File: src/common/image_two_pkg.sv
// Package: register map, field layout, reset values and codes for the target image.
package image_two_pkg;

    // ==========================================
    // Register offsets (byte addresses)
    localparam logic [11:0] BASE_OFFSET = 12'h12C;
    localparam logic [11:0] BOUND_OFFSET = 12'h130;
    localparam logic [11:0] XLATE_OFFSET = 12'h134;
    localparam logic [11:0] CONTROL_OFFSET = 12'h13C;

    // ==========================================
    // Control field positions
    localparam int ENABLE_BIT = 31;
    localparam int POSTED_BIT = 30;
    localparam int WIDTH_HI = 23;
    localparam int WIDTH_LO = 22;
    localparam int SPACE_HI = 18;
    localparam int SPACE_LO = 16;
    localparam int PROGRAM_BIT = 14;
    localparam int SUPER_BIT = 12;
    localparam int BLOCK_BIT = 8;
    localparam int PCI_SPACE_BIT = 0;
    localparam int ADDR_FIELD_LO = 16;

    // ==========================================
    // Reset values
    localparam logic [15:0] ADDR_FIELD_RESET = 16'h0000;
    localparam logic [1:0] WIDTH_RESET = 2'h2;
    localparam logic [2:0] SPACE_RESET = 3'h0;
    localparam logic BIT_RESET = 1'b0;

    // ==========================================
    // Codes
    typedef enum logic [1:0] {
        WIDTH_D8 = 2'h0,
        WIDTH_D16 = 2'h1,
        WIDTH_D32 = 2'h2,
        WIDTH_D64 = 2'h3
    } data_width_t;

    typedef enum logic [2:0] {
        SPACE_A16 = 3'h0,
        SPACE_A24 = 3'h1,
        SPACE_A32 = 3'h2,
        SPACE_RSV3 = 3'h3,
        SPACE_RSV4 = 3'h4,
        SPACE_CRCSR = 3'h5,
        SPACE_USER1 = 3'h6,
        SPACE_USER2 = 3'h7
    } addr_space_t;

    // Image control settings
    typedef struct packed {
        logic image_enable;
        logic posted_write_enable;
        data_width_t max_data_width;
        addr_space_t address_space_select;
        logic program_data_am_select;
        logic supervisor_am_select;
        logic block_transfer_select;
        logic pci_space_select;
    } image_ctrl_t;

    // Decoded request passed to the VMEbus cycle engine
    typedef struct packed {
        logic [31:0] vme_addr;
        addr_space_t space;
        data_width_t width;
        logic program_am;
        logic supervisor_am;
        logic single_blt;
        logic mblt;
        logic posted;
        logic is_write;
    } vme_request_t;

endpackage : image_two_pkg

File: src/rtl/pci_vme_image_two.sv
// Design: one PCI-to-VMEbus target image with APB registers and address decode.
// Behaviour
// - Block-transfer select acts only for A24 or A32 space with an 8, 16 or 32-bit width.
// - For A24 or A32 space with 64-bit width, MBLT may be used whatever block select says.
// - With I/O space selected, posted-write enable is ignored and every transfer is coupled.
// - Maximum data width sits in control bits 23:22, coded 8/16/32/64, resetting to 32-bit.
// - Address space sits in control bits 18:16; codes 011 and 100 are reserved.
// - Control bit 14 picks program (1) or data (0) AM code and resets to 0.
// - Control bit 12 picks supervisor (1) or non-privileged (0) AM code and resets to 0.
// - Control bit 8 picks single block transfers (1) or none (0) and resets to 0.
// - Control bit 0 picks PCI I/O space (1) or memory space (0).
// - The base field in bits 31:16 is the lowest decoded address; bits 15:0 read zero.
// - An address is claimed only when at or above base and strictly below bound.
// - A bound of zero removes the upper limit.
// - VMEbus address bits 31:16 are PCI bits 31:16 plus the offset, two's complement.
module pci_vme_image_two (
    // Clock and reset
    input wire logic REF_CLK,
    input wire logic RESET,
    // APB register port
    input wire logic PSEL,
    input wire logic PENABLE,
    input wire logic PWRITE,
    input wire logic [11:0] PADDR,
    input wire logic [31:0] PWDATA,
    output logic [31:0] PRDATA,
    output logic PREADY,
    output logic PSLVERR,
    // PCI target request
    input wire logic PCI_VALID,
    input wire logic PCI_IS_IO,
    input wire logic PCI_WRITE,
    input wire logic [31:0] PCI_ADDR,
    // Decode result toward the VMEbus engine
    output logic HIT,
    output image_two_pkg::vme_request_t VME_REQ
);

    // ==========================================
    // Registers
    logic [15:0] base_reg;
    logic [15:0] bound_reg;
    logic [15:0] xlate_reg;
    image_two_pkg::image_ctrl_t ctrl_reg;
    logic pready_reg;
    logic pslverr_reg;
    logic [31:0] prdata_reg;
    logic hit_reg;
    image_two_pkg::vme_request_t req_reg;

    logic setup;
    logic wr_base;
    logic wr_bound;
    logic wr_xlate;
    logic wr_ctrl;
    logic mapped;
    logic [31:0] ctrl_word;
    logic [31:0] read_next;

    // One wait state: the access phase ends on the edge after the second access cycle.
    assign setup = PSEL && PENABLE && !pready_reg;
    assign mapped = (PADDR == image_two_pkg::BASE_OFFSET) ||
        (PADDR == image_two_pkg::BOUND_OFFSET) ||
        (PADDR == image_two_pkg::XLATE_OFFSET) ||
        (PADDR == image_two_pkg::CONTROL_OFFSET);
    assign wr_base = setup && PWRITE && (PADDR == image_two_pkg::BASE_OFFSET);
    assign wr_bound = setup && PWRITE && (PADDR == image_two_pkg::BOUND_OFFSET);
    assign wr_xlate = setup && PWRITE && (PADDR == image_two_pkg::XLATE_OFFSET);
    assign wr_ctrl = setup && PWRITE && (PADDR == image_two_pkg::CONTROL_OFFSET);

    // ==========================================
    // APB handshake
    always_ff @(posedge REF_CLK) begin
        if (RESET) begin
            pready_reg <= 1'b0;
            pslverr_reg <= 1'b0;
        end else begin
            pready_reg <= setup;
            pslverr_reg <= setup && !mapped;
        end
    end

    // ==========================================
    // Address window registers
    always_ff @(posedge REF_CLK) begin
        if (RESET) begin
            base_reg <= image_two_pkg::ADDR_FIELD_RESET;
            bound_reg <= image_two_pkg::ADDR_FIELD_RESET;
            xlate_reg <= image_two_pkg::ADDR_FIELD_RESET;
        end else begin
            if (wr_base) begin
                base_reg <= PWDATA[31:image_two_pkg::ADDR_FIELD_LO];
            end
            if (wr_bound) begin
                bound_reg <= PWDATA[31:image_two_pkg::ADDR_FIELD_LO];
            end
            if (wr_xlate) begin
                xlate_reg <= PWDATA[31:image_two_pkg::ADDR_FIELD_LO];
            end
        end
    end

    // ==========================================
    // Control register
    // Enable, space and PCI space reset undefined; cleared here so the image starts idle.
    always_ff @(posedge REF_CLK) begin
        if (RESET) begin
            ctrl_reg.image_enable <= image_two_pkg::BIT_RESET;
            ctrl_reg.posted_write_enable <= image_two_pkg::BIT_RESET;
            ctrl_reg.max_data_width <=
                image_two_pkg::data_width_t'(image_two_pkg::WIDTH_RESET);
            ctrl_reg.address_space_select <=
                image_two_pkg::addr_space_t'(image_two_pkg::SPACE_RESET);
            ctrl_reg.program_data_am_select <= image_two_pkg::BIT_RESET;
            ctrl_reg.supervisor_am_select <= image_two_pkg::BIT_RESET;
            ctrl_reg.block_transfer_select <= image_two_pkg::BIT_RESET;
            ctrl_reg.pci_space_select <= image_two_pkg::BIT_RESET;
        end else if (wr_ctrl) begin
            ctrl_reg.image_enable <= PWDATA[image_two_pkg::ENABLE_BIT];
            ctrl_reg.posted_write_enable <= PWDATA[image_two_pkg::POSTED_BIT];
            ctrl_reg.max_data_width <= image_two_pkg::data_width_t'(
                PWDATA[image_two_pkg::WIDTH_HI:image_two_pkg::WIDTH_LO]);
            ctrl_reg.address_space_select <= image_two_pkg::addr_space_t'(
                PWDATA[image_two_pkg::SPACE_HI:image_two_pkg::SPACE_LO]);
            ctrl_reg.program_data_am_select <= PWDATA[image_two_pkg::PROGRAM_BIT];
            ctrl_reg.supervisor_am_select <= PWDATA[image_two_pkg::SUPER_BIT];
            ctrl_reg.block_transfer_select <= PWDATA[image_two_pkg::BLOCK_BIT];
            ctrl_reg.pci_space_select <= PWDATA[image_two_pkg::PCI_SPACE_BIT];
        end
    end

    // ==========================================
    // Read mux
    always_comb begin
        ctrl_word = 32'h00000000;
        ctrl_word[image_two_pkg::ENABLE_BIT] = ctrl_reg.image_enable;
        ctrl_word[image_two_pkg::POSTED_BIT] = ctrl_reg.posted_write_enable;
        ctrl_word[image_two_pkg::WIDTH_HI:image_two_pkg::WIDTH_LO] = ctrl_reg.max_data_width;
        ctrl_word[image_two_pkg::SPACE_HI:image_two_pkg::SPACE_LO] =
            ctrl_reg.address_space_select;
        ctrl_word[image_two_pkg::PROGRAM_BIT] = ctrl_reg.program_data_am_select;
        ctrl_word[image_two_pkg::SUPER_BIT] = ctrl_reg.supervisor_am_select;
        ctrl_word[image_two_pkg::BLOCK_BIT] = ctrl_reg.block_transfer_select;
        ctrl_word[image_two_pkg::PCI_SPACE_BIT] = ctrl_reg.pci_space_select;
        case (PADDR)
            image_two_pkg::BASE_OFFSET: read_next = {base_reg, 16'h0000};
            image_two_pkg::BOUND_OFFSET: read_next = {bound_reg, 16'h0000};
            image_two_pkg::XLATE_OFFSET: read_next = {xlate_reg, 16'h0000};
            image_two_pkg::CONTROL_OFFSET: read_next = ctrl_word;
            default: read_next = 32'h00000000;
        endcase
    end

    always_ff @(posedge REF_CLK) begin
        if (RESET) begin
            prdata_reg <= 32'h00000000;
        end else if (setup && !PWRITE) begin
            prdata_reg <= read_next;
        end
    end

    // ==========================================
    // Decode and translation
    logic space_match;
    logic above_base;
    logic below_bound;
    logic hit_next;
    logic blt_space;
    image_two_pkg::vme_request_t req_next;

    assign space_match = (PCI_IS_IO == ctrl_reg.pci_space_select);
    assign above_base = PCI_ADDR[31:16] >= base_reg;
    assign below_bound = (bound_reg == 16'h0000) || (PCI_ADDR[31:16] < bound_reg);
    assign hit_next = PCI_VALID && ctrl_reg.image_enable && space_match &&
        above_base && below_bound;
    assign blt_space = (ctrl_reg.address_space_select == image_two_pkg::SPACE_A24) ||
        (ctrl_reg.address_space_select == image_two_pkg::SPACE_A32);

    always_comb begin
        // Carry out of bit 31 is dropped on purpose: the sum wraps in 16 bits
        req_next.vme_addr = {16'(PCI_ADDR[31:16] + xlate_reg), PCI_ADDR[15:0]};
        req_next.space = ctrl_reg.address_space_select;
        req_next.width = ctrl_reg.max_data_width;
        req_next.program_am = ctrl_reg.program_data_am_select;
        req_next.supervisor_am = ctrl_reg.supervisor_am_select;
        req_next.single_blt = ctrl_reg.block_transfer_select && blt_space &&
            (ctrl_reg.max_data_width != image_two_pkg::WIDTH_D64);
        req_next.mblt = blt_space &&
            (ctrl_reg.max_data_width == image_two_pkg::WIDTH_D64);
        // I/O writes are never posted: a posted I/O write would lose its error status.
        req_next.posted = PCI_WRITE && ctrl_reg.posted_write_enable &&
            !ctrl_reg.pci_space_select;
        req_next.is_write = PCI_WRITE;
    end

    always_ff @(posedge REF_CLK) begin
        if (RESET) begin
            hit_reg <= 1'b0;
            req_reg <= '0;
        end else begin
            hit_reg <= hit_next;
            if (hit_next) begin
                req_reg <= req_next;
            end
        end
    end

    assign PRDATA = prdata_reg;
    assign PREADY = pready_reg;
    assign PSLVERR = pslverr_reg;
    assign HIT = hit_reg;
    assign VME_REQ = req_reg;

    // ==========================================
    // Checks
    window_hit_a: assert property (@(posedge REF_CLK) disable iff (RESET)
        HIT |-> ($past(PCI_ADDR[31:16]) >= $past(base_reg)))
        else $error("hit below base");
    bound_limit_a: assert property (@(posedge REF_CLK) disable iff (RESET)
        (HIT && $past(bound_reg) != 16'h0000) |-> ($past(PCI_ADDR[31:16]) < $past(bound_reg)))
        else $error("hit at or above bound");
    enable_gate_a: assert property (@(posedge REF_CLK) disable iff (RESET)
        HIT |-> $past(ctrl_reg.image_enable))
        else $error("hit while disabled");
    addr_xlate_a: assert property (@(posedge REF_CLK) disable iff (RESET)
        HIT |-> (VME_REQ.vme_addr[31:16] == 16'($past(PCI_ADDR[31:16]) + $past(xlate_reg))))
        else $error("bad translated address");
    io_coupled_a: assert property (@(posedge REF_CLK) disable iff (RESET)
        (HIT && $past(PCI_IS_IO)) |-> !VME_REQ.posted)
        else $error("posted I/O write");
    blt_gate_a: assert property (@(posedge REF_CLK) disable iff (RESET)
        (HIT && VME_REQ.single_blt) |->
            (VME_REQ.space inside {image_two_pkg::SPACE_A24, image_two_pkg::SPACE_A32} &&
            VME_REQ.width != image_two_pkg::WIDTH_D64))
        else $error("block transfer outside legal setting");
    mblt_use_a: assert property (@(posedge REF_CLK) disable iff (RESET)
        (HIT && VME_REQ.width == image_two_pkg::WIDTH_D64 &&
            VME_REQ.space inside {image_two_pkg::SPACE_A24, image_two_pkg::SPACE_A32})
            |-> VME_REQ.mblt)
        else $error("missing multiplexed block transfer");
    posted_write_a: assert property (@(posedge REF_CLK) disable iff (RESET)
        (HIT && $past(PCI_WRITE) && $past(ctrl_reg.posted_write_enable) &&
            !$past(PCI_IS_IO)) |-> VME_REQ.posted)
        else $error("memory write not posted");
    ctrl_write_a: assert property (@(posedge REF_CLK) disable iff (RESET)
        wr_ctrl |=> (ctrl_reg.max_data_width == $past(PWDATA[23:22])))
        else $error("width field not stored");
    apb_ready_a: assert property (@(posedge REF_CLK) disable iff (RESET)
        (PSEL && PENABLE && !PREADY) |=> PREADY ##1 !PREADY)
        else $error("apb ready timing");

endmodule : pci_vme_image_two

File: config.mk
export PLATFORM = sky130hd
export DESIGN_NAME = pci_vme_image_two
export DESIGN_NICKNAME = d
export VERILOG_FILES = /design/src/common/image_two_pkg.sv /design/src/rtl/pci_vme_image_two.sv
export SDC_FILE = /design/constraint.sdc
export NUM_CORES = 1
export LEC_CHECK = 0
export ABC_CLOCK_PERIOD_IN_PS = 3400
export BUFFER_PORTS_ARGS = -buffer_cell sky130_fd_sc_hd__buf_4
export CAP_MARGIN = 20
export CORE_MARGIN = 2
export CORE_UTILIZATION = 40
export CTS_CLUSTER_SIZE = 10
export DETAILED_ROUTE_END_ITERATION = 10
export PLACE_DENSITY = 0.61
export SKIP_CTS_REPAIR_TIMING = 1
export SLEW_MARGIN = 15
export SYNTH_ARGS = -nofsm -noshare
export SYNTH_HDL_FRONTEND = slang
export SYNTH_SLANG_ARGS = --single-unit
File: constraint.sdc
create_clock -name REF_CLK -period 3.4 [get_ports REF_CLK]
set_input_delay 0.34 -clock REF_CLK [delete_from_list [all_inputs] [get_ports REF_CLK]]
set_output_delay 0.34 -clock REF_CLK [all_outputs]
set_load 0.02 [all_outputs]
==> flow_summary.yaml <==
die:
  die_w_um: 129
  ios: 162
  fp.dieH_um: 129
  floorplan.initialDensity_pct: 41.2
  rows: 45
  coreArea_um2: 15300
  dieArea_um2: 16700
placement:
  post-place-ws_ns: 0.579
  placed_area_um2: 7430
  gp_congestion: 0.888
  dp.cells: 1063
  hpwlAfterDp_um: 12500
  port_buffers: 137
timing:
  hold_slack_ns: 0.153
  fin_setup_tns_ns: 0
  finalHoldViolCount: 0
  relSlewSlack_pct: 45.0
  worstMarginPinSlew_ns: 0.822
  final-max-slew-violation-count: 0
  period_share_pct: 78.8
  setup_viol: 0
  clock_skew_ns: 0.00712
  timing.final.crit_period_ns: 2.68
  rsz0062_at_grt: "false"
  fin_ws_ns: 0.720
  fmax_mhz: 373
yosys:
  async_flop_share_pct: 0
  synth_edf_count: 0
  synth_seq_cells: 125
  synth_cell_types: 54
  synthMuxAreaShare_pct: 7.49
  synth_compound_area_share_pct: 15.5
  yosysSeqAreaShare_pct: 39.8
  ys.flop_type: "dfxtp_1"
  avgSynthCellArea_um2: 8.46
  synth_simple_gate_area_share_pct: 19.5
  syn_area_um2: 6280
  synth_top_family_by_area: "simple AND/OR/NAND/NOR gates"
  ys_warn_count: 0
  synth-xor-area-share_pct: 2.09
  synth_fa_ha_area_share_pct: 9.48
  syn-instance-count: 743
setup_path:
  cp_max_fo: 3
  crit_buf_inv: 0
  critPathSlowestCell: "fa_1"
  cpMostUsedCell: "a21oi_1"
  setup.worst_path.class: "flip-flop to flip-flop"
  cp-end-kind: "flip-flop"
  worstPathArrival_ns: 3.03
  crit_chain: "ha_1, fa_1, a21o_1, a221oi_1, o21ai_0, a21oi_1, mux2i_1, nand3_1, a21oi_1"
  critPathLaunchType: "flip-flop"
  cp.required_ns: 3.75
  max_stage_delay_ns: 0.41
  path_delay_family: "compound AO/OA/AOI/OAI gates"
route:
  postRouteAntennaNets: 0
  highest_layer: "met4"
  vias: 5519
  drtIter0Drc: 298
  vias_per_cell: 5.04
  drt-total-wl_um: 17200
  dr_wl_met3_um: 1090
  wl_met2_um: 7730
  avgRoutedWirePerCell_um: 15.7
  met1_length_um: 8060
  first_pass_iters: 5
  drc_errors: 0
finish:
  fin_nets: 1003
  largest_reg_flops: 43
  final_common_cell: "buf_4"
  fin_util_pct: 52.1
  fillers: 1479
  layout.cells.non_filler: 1094
  drive_above_1_share_pct: 20.5
  syn_to_final_growth_pct: 26.5
  most-common-layout-cells: "buf_4 (143), nand2_1 (136), dfxtp_1 (125)"
  diodes: 0
  stdcell_area_um2: 7950
global_routing:
  grt_pass1_wl_um: 27500
  grt.total_usage_pct: 21.3
  grt_max_degree: 65
  grt_pass1_vias: 5319
  grt_overflow: 0
  antenna_found_initial: 0
clock_tree:
  clkTransAtPathRegs_ns: 0.06
  cts_tree: "built"
  clock_path_buffers: 2
  clkSinkCount: 125
  clockRootBuffer: "clkbuf_16"
  cts_inserted_buffers: 17
  insertion_delay_ns: 0.42
  htree_levels: 4
power_and_ir_drop:
  irDropWorstVdd_v: 0.000352
  totalPowerFinal_mw: 3.28
  p_per_area_nw_per_um2: 412
  power_leakage_nw: 3.09
job:
  maxCapViolations: 0
worst_hold_path:
  holdCritPathClass: "input port to flip-flop"
outcome:
  status: "complete, no violations"
## kinds of logic after synthesis
logic type,after synthesis
adders and majority gates,47
muxes,47
buffers and inverters,80
and+or+nand+nor,269
xor gates and xnor gates,15
AOI/OAI and AO/OA,159
DFF,125
other,1
## cell usage after synthesis (2+ instances only)
cell | instances | area share, %
a21o_1 | 7 | 0.84
nand2_1 | 136 | 8.1
mux2i_1 | 47 | 7.5
o21a_1 | 2 | 0.24
a22oi_1 | 7 | 0.84
a21oi_1 | 80 | 6.4
buf_4 | 15 | 1.8
xnor2_1 | 10 | 1.4
o31ai_1 | 2 | 0.24
nand3_1 | 11 | 0.88
nor3_1 | 4 | 0.32
clkbuf_1 | 19 | 1.1
xor2_1 | 5 | 0.70
dfxtp_1 | 125 | 40
a211oi_1 | 5 | 0.60
nor4_1 | 4 | 0.40
ha_1 | 46 | 9.2
buf_6 | 2 | 0.36
inv_1 | 35 | 2.1
nor2_1 | 69 | 4.1
and3_1 | 4 | 0.40
nor3_4 | 2 | 0.52
a221oi_1 | 10 | 1.4
nor2b_1 | 2 | 0.20
buf_2 | 9 | 0.72
and2_1 | 4 | 0.40
o21ai_0 | 27 | 2.2
nand2b_1 | 10 | 1.0
a211o_1 | 2 | 0.28
nor4_4 | 2 | 0.68
o2111ai_1 | 2 | 0.28
a222oi_1 | 9 | 1.4
nand4_1 | 8 | 0.80
## layout make-up
cell class	count	area, µm²	share of cell area, %
multi-input cells	549	3450	43.4
flip-flops and latches	125	2500	31.5
repair buffers	144	1090	13.8
clock buffers	22	464	5.84
well taps	211	264	3.32
inverters	35	131	1.65
clock inverters	8	45.0	0.567
## power by group
| group | internal [mW] | switching (mW) | leakage [nW] |
|---|---|---|---|
| logic | 0.0946 | 0.121 | 1.83 |
| clock network | 0.951 | 0.645 | 0.251 |
| registers | 1.47 | 0.000407 | 1.01 |
| total | 2.51 | 0.766 | 3.09 |
## tightest hold or removal path, stage by stage
cell and delay (ns):
buf_4 0.07, mux2i_1 0.05, nor2_1 0.07
## per-layer routing
metal	GRT usage, %	vias up
met5	0	-
met4	7.67	0
met3	5.74	24
met2	33.3	164
met1	28.2	2513
li1	-	2818
## path summary, 6_finish.rpt
kind	from	end	slack, ns	cells past startpoint
max reg2reg	xlate_reg[0]$_SDFFE_PP0P_	VME_REQ[41]$_SDFFE_PP0P_	0.72	9
min reg2reg	PRDATA[30]$_SDFFE_PP0P_	PRDATA[30]$_SDFFE_PP0P_	0.45	2
max	xlate_reg[0]$_SDFFE_PP0P_	VME_REQ[41]$_SDFFE_PP0P_	0.72	9
min	PCI_ADDR[10]	VME_REQ[21]$_SDFFE_PP0P_	0.15	3
(Power assumes the default switching activity.)
